===== src/logic/port_f_pkg.sv =====
// Constants and carriers for the port F upper pin multiplexer
package port_f_pkg;
   // ------------------------------------------------------------
   // Register map (word offsets, byte addresses)
   // ------------------------------------------------------------
   localparam logic [3:0] OFS_PIN_INPUT     = 4'h0;
   localparam logic [3:0] OFS_OUTPUT_LATCH  = 4'h4;
   localparam logic [3:0] OFS_DIRECTION     = 4'h8;
   localparam logic [3:0] OFS_SEGMENT_HIGH  = 4'hC;
   localparam int         ADDR_W            = 4;
   // ------------------------------------------------------------
   // Field layout and reset values
   // ------------------------------------------------------------
   localparam int         BIT_SIX           = 6;
   localparam int         BIT_SEVEN         = 7;
   localparam int         SEG_24_BIT        = 0;
   localparam int         SEG_25_BIT        = 1;
   localparam logic [7:0] IMPL_MASK         = 8'hFE;
   localparam logic [7:0] LATCH_RESET       = 8'h00;
   localparam logic [7:0] DIR_RESET         = 8'hFE;
   localparam logic [7:0] SEG_RESET         = 8'h00;
   localparam logic [1:0] ANALOG_RESET      = 2'h3;
   localparam logic [2:0] SYNC_RESET        = 3'h0;

   typedef enum {BUS_IDLE, BUS_ACK} bus_state_t;

   // Per-pin pad signals
   typedef struct packed {
      logic o;
      logic oe;
      logic seg;
   } pad_out_t;

   // Analog side of the pin pair
   typedef struct packed {
      logic chan_eleven;
      logic comp_one_inv;
      logic comp_one_a;
      logic chan_five;
   } analog_sel_t;
endpackage


===== src/logic/pin_sync.sv =====
// Three-stage synchroniser with agreement filter for one pin
`timescale 1ns/10ps
module pin_sync (
   input  wire logic CLK,
   input  wire logic RST,
   input  wire logic d,
   output      logic q
);
   import port_f_pkg::*;

   typedef struct packed {
      logic [2:0] sh;
      logic       q;
   } sync_state_t;

   sync_state_t state_reg;
   sync_state_t state_next;

   // ------------------------------------------------------------
   // Next state
   // ------------------------------------------------------------
   // Stage 0 feeds only stage 1; stages 1 and 2 must agree
   always_comb begin
      state_next = state_reg;
      state_next.sh = {state_reg.sh[1:0], d};
      if (state_reg.sh[1] == state_reg.sh[2]) begin
         state_next.q = state_reg.sh[2];
      end
   end

   always_ff @(posedge CLK or posedge RST) begin
      if (RST) begin
         state_reg <= '0;
      end else begin
         state_reg <= state_next;
      end
   end

   assign q = state_reg.q;
endmodule


===== src/logic/port_f_upper.sv =====
// Port F pins six and seven: function mux and Wishbone registers
// Operation
// - Direction 0 on pin six drives latch bit, analog enable notwithstanding.
// - Direction 1 on pin six reads pin; reads low when analog enabled.
// - Reset selects pin six analog channel eleven and comparator inverting input.
// - Direction 1 lets pin six feed comparator one input A.
// - Enabled segment 24 or 25 overrides everything on its pin.
// - Direction 0 on pin seven drives latch bit regardless of analog.
// - Direction 1 on pin seven reads pin; disabled while analog enabled.
// - Reset selects pin seven analog channel five.
// - Don't-care functions ignore or override the direction bit.
// - Bit 0 of port, latch, direction reads zero; bits 7..1 map pins.
`timescale 1ns/10ps
module port_f_upper (
   input  wire logic              CLK,
   input  wire logic              RST,
   input  wire logic              CYC_I,
   input  wire logic              STB_I,
   input  wire logic              WE_I,
   input  wire logic [port_f_pkg::ADDR_W-1:0] ADR_I,
   input  wire logic [3:0]        SEL_I,
   input  wire logic [31:0]       DAT_I,
   output      logic [31:0]       DAT_O,
   output      logic              ACK_O,
   input  wire logic [7:1]        PIN_I,
   output      logic [7:1]        PIN_O,
   output      logic [7:1]        PIN_OE,
   input  wire logic              ANALOG_SIX_EN,
   input  wire logic              ANALOG_SEVEN_EN,
   output      port_f_pkg::pad_out_t PAD_SIX,
   output      port_f_pkg::pad_out_t PAD_SEVEN,
   output      port_f_pkg::analog_sel_t ANALOG_SEL,
   output      logic              SLAVE_SELECT_N
);
   import port_f_pkg::*;

   typedef struct packed {
      bus_state_t  bus;
      logic [31:0] rdata;
      logic [7:0]  latch;
      logic [7:0]  dir;
      logic [7:0]  seg;
      logic [1:0]  ana;
      logic [7:1]  pin_o;
      logic [7:1]  pin_oe;
      pad_out_t    pad6;
      pad_out_t    pad7;
      analog_sel_t asel;
      logic        ss_n;
   } top_state_t;

   typedef enum {ROLE_SEGMENT, ROLE_OUTPUT, ROLE_INPUT} pin_role_t;

   top_state_t state_reg;
   top_state_t state_next;
   logic [7:1] pin_sync_q;
   logic [7:0] port_read;
   logic       seg6;
   logic       seg7;
   logic       ana6;
   logic       ana7;
   logic       bus_take;
   logic       wr_req;
   logic       wr_port;
   logic       wr_latch;
   logic       wr_dir;
   logic       wr_seg;
   logic [7:0] read_byte;
   logic [7:0] latch_wdata;
   logic [7:0] dir_wdata;
   logic [7:0] seg_wdata;
   logic       in6_en;
   logic       in7_en;
   logic       ss_next;
   pin_role_t  role6;
   pin_role_t  role7;
   analog_sel_t asel_next;

   // ------------------------------------------------------------
   // Pin synchronisers
   // ------------------------------------------------------------
   genvar g;
   generate
      for (g = 1; g <= 7; g++) begin : g_sync
         pin_sync u_sync (
            .CLK (CLK),
            .RST (RST),
            .d   (PIN_I[g]),
            .q   (pin_sync_q[g])
         );
      end
   endgenerate

   // ------------------------------------------------------------
   // Function selection
   // ------------------------------------------------------------
   // Analog enable is the software-controlled level or the reset default
   assign ana6 = ANALOG_SIX_EN | state_reg.ana[0];
   assign ana7 = ANALOG_SEVEN_EN | state_reg.ana[1];
   assign seg6 = state_reg.seg[SEG_24_BIT];
   assign seg7 = state_reg.seg[SEG_25_BIT];

   // ------------------------------------------------------------
   // Bus decode
   // ------------------------------------------------------------
   // Only the idle state takes a request, so a strobe still held
   // in the ack cycle is not taken again in that cycle
   always_comb begin
      bus_take = 1'b0;
      wr_req   = 1'b0;
      wr_port  = 1'b0;
      wr_latch = 1'b0;
      wr_dir   = 1'b0;
      wr_seg   = 1'b0;
      if (state_reg.bus == BUS_IDLE && CYC_I && STB_I) begin
         bus_take = 1'b1;
      end
      if (bus_take && WE_I && SEL_I[0]) begin
         wr_req = 1'b1;
      end
      if (wr_req) begin
         case (ADR_I)
            OFS_PIN_INPUT: begin
               wr_port = 1'b1;
            end
            OFS_OUTPUT_LATCH: begin
               wr_latch = 1'b1;
            end
            OFS_DIRECTION: begin
               wr_dir = 1'b1;
            end
            OFS_SEGMENT_HIGH: begin
               wr_seg = 1'b1;
            end
            default: begin
               wr_port = 1'b0;
            end
         endcase
      end
   end

   // Bit 0 is not implemented in the port registers
   assign latch_wdata = DAT_I[7:0] & IMPL_MASK;
   assign dir_wdata   = DAT_I[7:0] & IMPL_MASK;
   assign seg_wdata   = DAT_I[7:0];

   // ------------------------------------------------------------
   // Pin roles and input gating
   // ------------------------------------------------------------
   // Segment drive outranks the direction bit
   always_comb begin
      role6 = ROLE_INPUT;
      if (seg6) begin
         role6 = ROLE_SEGMENT;
      end else if (!state_reg.dir[BIT_SIX]) begin
         role6 = ROLE_OUTPUT;
      end
   end

   always_comb begin
      role7 = ROLE_INPUT;
      if (seg7) begin
         role7 = ROLE_SEGMENT;
      end else if (!state_reg.dir[BIT_SEVEN]) begin
         role7 = ROLE_OUTPUT;
      end
   end

   // Digital input buffer is off for analog or segment use
   assign in6_en = !ana6 && !seg6;
   assign in7_en = !ana7 && !seg7;

   always_comb begin
      port_read = {pin_sync_q, 1'b0} & IMPL_MASK;
      if (!in6_en) begin
         port_read[BIT_SIX] = 1'b0;
      end
      if (!in7_en) begin
         port_read[BIT_SEVEN] = 1'b0;
      end
   end

   // ------------------------------------------------------------
   // Read mux
   // ------------------------------------------------------------
   // Reads never have side effects
   always_comb begin
      read_byte = 8'h00;
      case (ADR_I)
         OFS_PIN_INPUT: begin
            read_byte = port_read;
         end
         OFS_OUTPUT_LATCH: begin
            read_byte = state_reg.latch & IMPL_MASK;
         end
         OFS_DIRECTION: begin
            read_byte = state_reg.dir & IMPL_MASK;
         end
         OFS_SEGMENT_HIGH: begin
            read_byte = state_reg.seg;
         end
         default: begin
            read_byte = 8'h00;
         end
      endcase
   end

   // ------------------------------------------------------------
   // Analog routing and slave select
   // ------------------------------------------------------------
   // Segment drive cuts the pin off from the analog side too
   always_comb begin
      asel_next              = '0;
      asel_next.chan_eleven  = ana6 & ~seg6;
      asel_next.comp_one_inv = ana6 & ~seg6;
      if (state_reg.dir[BIT_SIX] && ana6 && !seg6) begin
         asel_next.comp_one_a = 1'b1;
      end
      asel_next.chan_five    = ana7 & ~seg7;
   end

   // Slave select idles high unless pin seven is an input
   always_comb begin
      ss_next = 1'b1;
      if (state_reg.dir[BIT_SEVEN] && !seg7) begin
         ss_next = pin_sync_q[BIT_SEVEN];
      end
   end

   // ------------------------------------------------------------
   // Next state
   // ------------------------------------------------------------
   always_comb begin
      state_next = state_reg;
      // Pins one to seven: latch drives when direction is 0, unless segment takes six or seven
      state_next.pin_o  = state_reg.latch[7:1];
      state_next.pin_oe = ~state_reg.dir[7:1];
      // Analog enable never blocks the output path
      case (role6)
         ROLE_SEGMENT: begin
            state_next.pad6 = '{o: 1'b0, oe: 1'b0, seg: 1'b1};
            state_next.pin_o[BIT_SIX]  = 1'b0;
            state_next.pin_oe[BIT_SIX] = 1'b0;
         end
         ROLE_OUTPUT: begin
            state_next.pad6.o   = state_reg.latch[BIT_SIX];
            state_next.pad6.oe  = 1'b1;
            state_next.pad6.seg = 1'b0;
         end
         default: begin
            state_next.pad6.o   = state_reg.latch[BIT_SIX];
            state_next.pad6.oe  = 1'b0;
            state_next.pad6.seg = 1'b0;
         end
      endcase
      case (role7)
         ROLE_SEGMENT: begin
            state_next.pad7 = '{o: 1'b0, oe: 1'b0, seg: 1'b1};
            state_next.pin_o[BIT_SEVEN]  = 1'b0;
            state_next.pin_oe[BIT_SEVEN] = 1'b0;
         end
         ROLE_OUTPUT: begin
            state_next.pad7.o   = state_reg.latch[BIT_SEVEN];
            state_next.pad7.oe  = 1'b1;
            state_next.pad7.seg = 1'b0;
         end
         default: begin
            state_next.pad7.o   = state_reg.latch[BIT_SEVEN];
            state_next.pad7.oe  = 1'b0;
            state_next.pad7.seg = 1'b0;
         end
      endcase
      state_next.asel = asel_next;
      state_next.ss_n = ss_next;

      // ---------------------------------------------------------
      // Wishbone classic slave, one wait state
      // ---------------------------------------------------------
      case (state_reg.bus)
         BUS_IDLE: begin
            if (bus_take) begin
               state_next.bus   = BUS_ACK;
               state_next.rdata = {24'h000000, read_byte};
            end
            if (wr_port || wr_latch) begin
               // Port writes land in the latch
               state_next.latch = latch_wdata;
            end
            if (wr_dir) begin
               state_next.dir = dir_wdata;
               // Reset analog default stands until direction written
               state_next.ana = 2'b00;
            end
            if (wr_seg) begin
               state_next.seg = seg_wdata;
            end
         end
         BUS_ACK: begin
            state_next.bus = BUS_IDLE;
         end
         default: begin
            state_next.bus = BUS_IDLE;
         end
      endcase
   end

   always_ff @(posedge CLK or posedge RST) begin
      if (RST) begin
         state_reg        <= '0;
         state_reg.bus    <= BUS_IDLE;
         state_reg.latch  <= LATCH_RESET;
         state_reg.dir    <= DIR_RESET;
         state_reg.seg    <= SEG_RESET;
         state_reg.ana    <= ANALOG_RESET;
         state_reg.ss_n   <= 1'b1;
      end else begin
         state_reg <= state_next;
      end
   end

   // ------------------------------------------------------------
   // Outputs, all straight from flip-flops
   // ------------------------------------------------------------
   assign DAT_O          = state_reg.rdata;
   assign ACK_O          = (state_reg.bus == BUS_ACK);
   assign PIN_O          = state_reg.pin_o;
   assign PIN_OE         = state_reg.pin_oe;
   assign PAD_SIX        = state_reg.pad6;
   assign PAD_SEVEN      = state_reg.pad7;
   assign ANALOG_SEL     = state_reg.asel;
   assign SLAVE_SELECT_N = state_reg.ss_n;
endmodule


===== config.mk =====
export PLATFORM = sky130hd
export DESIGN_NAME = port_f_upper
export DESIGN_NICKNAME = d
export VERILOG_FILES = /design/src/logic/port_f_pkg.sv /design/src/logic/pin_sync.sv /design/src/logic/port_f_upper.sv
export SDC_FILE = /design/constraint.sdc
export NUM_CORES = 1
export LEC_CHECK = 0
export ABC_AREA = 1
export BUFFER_PORTS_ARGS = -buffer_cell sky130_fd_sc_hd__buf_2
export CORE_ASPECT_RATIO = 0.9
export CORE_UTILIZATION = 45
export DETAILED_ROUTE_END_ITERATION = 12
export GPL_TIMING_DRIVEN = 0
export PLACE_DENSITY_LB_ADDON = 0.2
export SLEW_MARGIN = 20
export SYNTH_ARGS = -nofsm -noshare
export SYNTH_HDL_FRONTEND = slang
export SYNTH_SLANG_ARGS = --single-unit
export TNS_END_PERCENT = 10

===== constraint.sdc =====
create_clock -name CLK -period 7.4 [get_ports CLK]
set_input_delay 1.48 -clock CLK [delete_from_list [all_inputs] [get_ports CLK]]
set_output_delay 1.48 -clock CLK [all_outputs]
set_load 0.05 [all_outputs]

# Yosys cells after proc, flatten, opt, wreduce, memory -nomap -nowiden
# Index checks and enable logic that the tools add are counted.
classes:
  n_mux: 27
  n_bitwise: 7
  reduce_logical: 23
  n_eq_ne: 14
op_table:
  columns: ["op", "n"]
  rows:
  - ["32-bit zero test", 4]
  - ["32-bit by 1-bit equality test with 1-bit output (second input constant)", 2]
  - ["64-bit two-way mux", 1]
  - ["32-bit by 2-bit equality test with 1-bit output (second input constant)", 1]
  - ["32-bit two-way mux", 1]
  - ["8-bit one-hot mux with 4 select lines", 1]
  - ["1-bit two-way mux", 18]
  - ["3-bit one-hot mux with 2 select lines", 2]
  - ["1-bit logical AND", 9]
  - ["4-bit equality test (second input constant)", 2]
  - ["2-bit two-way mux", 4]
  - ["2-bit AND reduction", 4]
  - ["1-bit equality test", 7]
  - ["7-bit inverter", 1]
  - ["4-bit by 3-bit equality test with 1-bit output (second input constant)", 1]
  - ["1-bit zero test", 4]
  - ["4-bit zero test", 1]
  - ["1-bit AND", 2]
  - ["2-bit != test (second input constant)", 1]
  - ["1-bit inverter", 2]
  - ["1-bit bitwise OR", 2]
  - ["1-bit logical OR", 1]
totals:
  output_inout_bits: 58
  wordCells: 103
  regBits: 116

# Longest topological paths before layout
depth:
  ltp_word: 10
  mapped_depth: 8

# Modules after synthesis
# A second synthesis with hierarchy kept.
hier_totals:
  hier_cells: 359
  area_unflattened_um2: 3573.4
by_module_without_submodules:
  columns: ["mod", "area_per_inst_um2", "n_inst", "cells_per_inst", "seq_area_each_um2"]
  rows:
  - ["port_f_upper", 2732.6, 1, 296, 1362.6]
  - ["pin_sync", 120.1, 7, 9, 100.1]

# Worst setup path before layout
# OpenSTA, ideal clock, no wires.
synth_timing:
  kind: "in2reg"
  from: "in ADR_I[2] (netlist name)"
  to: "reg state_reg (netlist bit seg7)"
  required_time_ns: 7.280
  path_buffers: 2
  cell_stages: 7
  arrival_time_ns: 2.151
  slack_ns: 5.129
  path_cell_list: "buf_6 nand2_1 inv_2 nand3_4 buf_6 nand2_1 o21ai_2"
synth_between:
  elab_chain_len: 4
synth_rtl:
  columns: ["item", "line", "text"]
  rows:
  - ["start, declared", "port_f_upper.sv:20", "input wire logic [port_f_pkg::ADDR_W-1:0] ADR_I,"]
  - ["4-bit equality test", "port_f_upper.sv:122", "case (ADR_I)"]
  - ["1-bit two-way mux", "port_f_upper.sv:122", null]
  - ["1-bit two-way mux", "port_f_upper.sv:121", "if (wr_req) begin"]
  - ["2-bit AND reduction (no line)", null, null]
  - ["end signal, assigned", "port_f_upper.sv:317", "state_reg <= state_next;"]
  - ["end, declared", "port_f_upper.sv:54", "top_state_t state_reg;"]
# No other way between the ends.
# A chain may end at the register's enable or synchronous reset.

# Worst setup path after layout
layout_timing:
  from: "reg state_reg (netlist bit SLAVE_SELECT_N)"
  to: "out SLAVE_SELECT_N"
layout_lines:
  columns: ["item", "line", "text"]
  rows:
  - ["end, declared", "port_f_upper.sv:33", "output logic SLAVE_SELECT_N"]
# No word-level cell between the ends.

==> impl_metrics.json <==
{
  "critPathMaxFanout": 1,
  "post-route-period-util_pct": 35.04,
  "cts.sinks": 81,
  "numCtsBuffers": 9,
  "ir_drop_mv": 0.1557,
  "postRouteAntennaNets": 0,
  "path_buf_inv": 1,
  "finClkSkew_ns": 0.007192,
  "status": "completed",
  "slew_headroom_pct": 62.40,
  "place_congestion": 0.8375,
  "grt_setup_unrepaired": "false",
  "cts_repair_resize_count": 0,
  "drtIter0Drc": 155,
  "die_area_sq_um": 8154,
  "final_layout_size_suffix_gt1_share_pct": 43.03,
  "ys_warn_count": 0,
  "netlist_instances": 324,
  "p_per_area_nw_per_um2": 241.6,
  "drt_wl_total_um": 5932,
  "seq_area_sq_um": 2038,
  "htree_levels": 3,
  "ioPinCount": 112,
  "syn_area_sq_um": 3508,
  "area_delta_synth_final_pct": 21.47,
  "grt_max_degree": 47,
  "clk_latency_ns": 0.35,
  "final_cell_mix": "dfrtp_1, nand2_1, buf_2",
  "fill_cells": 695,
  "final_common_cell": "dfrtp_1",
  "tritoncts": "yes",
  "firstDrtPassIters": 6,
  "numPortBuffers": 59,
  "diodes": 0,
  "yosysTopAreaCell": "dfrtp_1",
  "overflow": 0,
  "ys_seq_area_share_pct": 58.10,
  "die_w_um": 95.08,
  "ys_types": 26,
  "grt.total_usage_pct": 16.11,
  "coreArea_sq_um": 7545,
  "netlist_top_cells_area": "dfrtp_1, buf_4, dfstp_2",
  "min_period_ns": 2.593,
  "cpPeakStageDelay_ns": 0.51,
  "place_hpwl_um": 4307,
  "rows": 30,
  "p_leak_nw": 2.253,
  "clkTransAtPathRegs_ns": 0.08,
  "die_h_um": 85.77,
  "hold_viol": 0,
  "largest_reg_flops": 17,
  "crit_path_start_kind": "register",
  "synth.top_cell.area_share_pct": 51.36,
  "worst_pin_slew_ns": 0.5640,
  "cpLargestDelayFamily": "flip-flops",
  "crit_type": "register to output pin",
  "start_util_pct": 46.50,
  "post_cts_buffers": 0,
  "maxSlewViolCount": 0,
  "slowest_stage": "dfstp_2",
  "cp.arrival_ns": 1.11,
  "grt_first_pass_wirelength_um": 9584,
  "antenna_found_initial": 0,
  "hold_buffers": 0,
  "wl_per_cell_um": 11.43,
  "multiInputGateArea_sq_um": 918.4,
  "cts_max_path_buffers": 2,
  "setup-tns-final_ns": 0,
  "setup.worst_path.end_class": "output pin",
  "root_buffer": "clkbuf_8",
  "hp-class": "register to register",
  "setup_violations": 0,
  "utilization_pct": 56.48,
  "critical_path.cell_chain": "buf_2",
  "rrSetupSlack_ns": 6.05,
  "maxCapViolations": 0,
  "routed_via_density": 4.391,
  "routed-via-count": 2279,
  "ys_ff_latch": 81,
  "route.detailed.drc": 0,
  "required_ns": 5.92,
  "avgSynthCellArea_sq_um": 10.83,
  "fin_nets": 472,
  "grt_pass1_vias": 1973,
  "timing.fmax_mhz": 385.6
}
==> power breakdown <==
group | internal (mW) | switching (mW)
sequential | 0.477 | 0.0176
clock | 0.207 | 0.150
combinational | 0.0570 | 0.122
total | 0.741 | 0.289
==> worst paths after layout <==
kind	start	to	cells after the start
max in group asynchronous	RST	state_reg[39]$_DFFE_PP1P_	3
min in group asynchronous	RST	g_sync[7].u_sync.state_reg[3]$_DFF_PP0_	2
setup / recovery	SLAVE_SELECT_N$_DFF_PP1_	SLAVE_SELECT_N	1
hold reg to reg	g_sync[1].u_sync.state_next[2]$_DFF_PP0_	g_sync[1].u_sync.state_next[3]$_DFF_PP0_	0
setup reg to reg	state_reg[83]$_DFFE_PP0P_	state_reg[50]$_DFFE_PP0P_	7
hold / removal	g_sync[1].u_sync.state_next[2]$_DFF_PP0_	g_sync[1].u_sync.state_next[3]$_DFF_PP0_	0
==> logic make-up (layout without fill, tap and decap cells) <==
family          Yosys count  count (layout)  share of synthesized area (%)
compound gates           33              33                          7.204
fa+ha+maj                 7               7                          1.997
other cells               1              24                         0.1069
simple gates            106             106                          14.41
flops                    81              81                          58.10
buf+inv                  96             172                          18.19
==> area by class of cell <==
class	instances	share of cell area, %
multi-input cells	170	21.55
clock buffers	11	3.553
repair buffers	60	7.399
flip-flops and latches	81	47.83
plain buffers	69	12.60
inverters	27	2.437
well taps	96	2.819
clock inverters	5	1.820
==> per-stage QoR <==
step	worst slack, ns	area, sq um	hold slack [ns]	instances	total power, mW
floorplan	3.855	3595	0.3312	347	0.6470
global placement	3.021	4010	0.3313	502	0.6782
detailed placement	4.880	4033	0.3364	503	0.6829
CTS	4.786	4262	0.3548	519	1.043
global route	4.777	4262	0.3621	519	1.072
finish	4.807	4262	0.3504	519	1.030
==> layer usage <==
layer	vias to the layer above	part of all wire (%)	track usage, %
met2	67	46	23.64
li1	1147	-	-
met4	0	2.3	8.264
met3	10	6.1	4.876
met1	1055	45	21.61
met5	-	0	0
==> synthesized netlist by cell type <==
master / instances
dfrtp_1: 72
nand2_1: 62
buf_4: 56
inv_1: 25
o21ai_2: 21
nand3_1: 15
nand4_1: 12
dfstp_2: 9
nor2_1: 9
maj3_1: 7
o21ai_1: 6
buf_6: 4
buf_8: 3
clkbuf_1: 3
nand3_2: 3
nor2_4: 3
a21oi_1: 2
buf_2: 2
inv_2: 2
o21bai_1: 2
a31oi_1: 1
clkbuf_2: 1
conb_1: 1
nand3_4: 1
nand3b_1: 1
o21a_1: 1
==> worst register-to-register path, stage by stage (launching register included) <==
cell and delay (ns):
dfrtp_1 0.38, inv_1 0.06, nand3_2 0.11, nor2_4 0.21, nand3_2 0.17, buf_6 0.19
nand2_1 0.08, o21ai_2 0.05
Power figures use the tool's default switching activity.
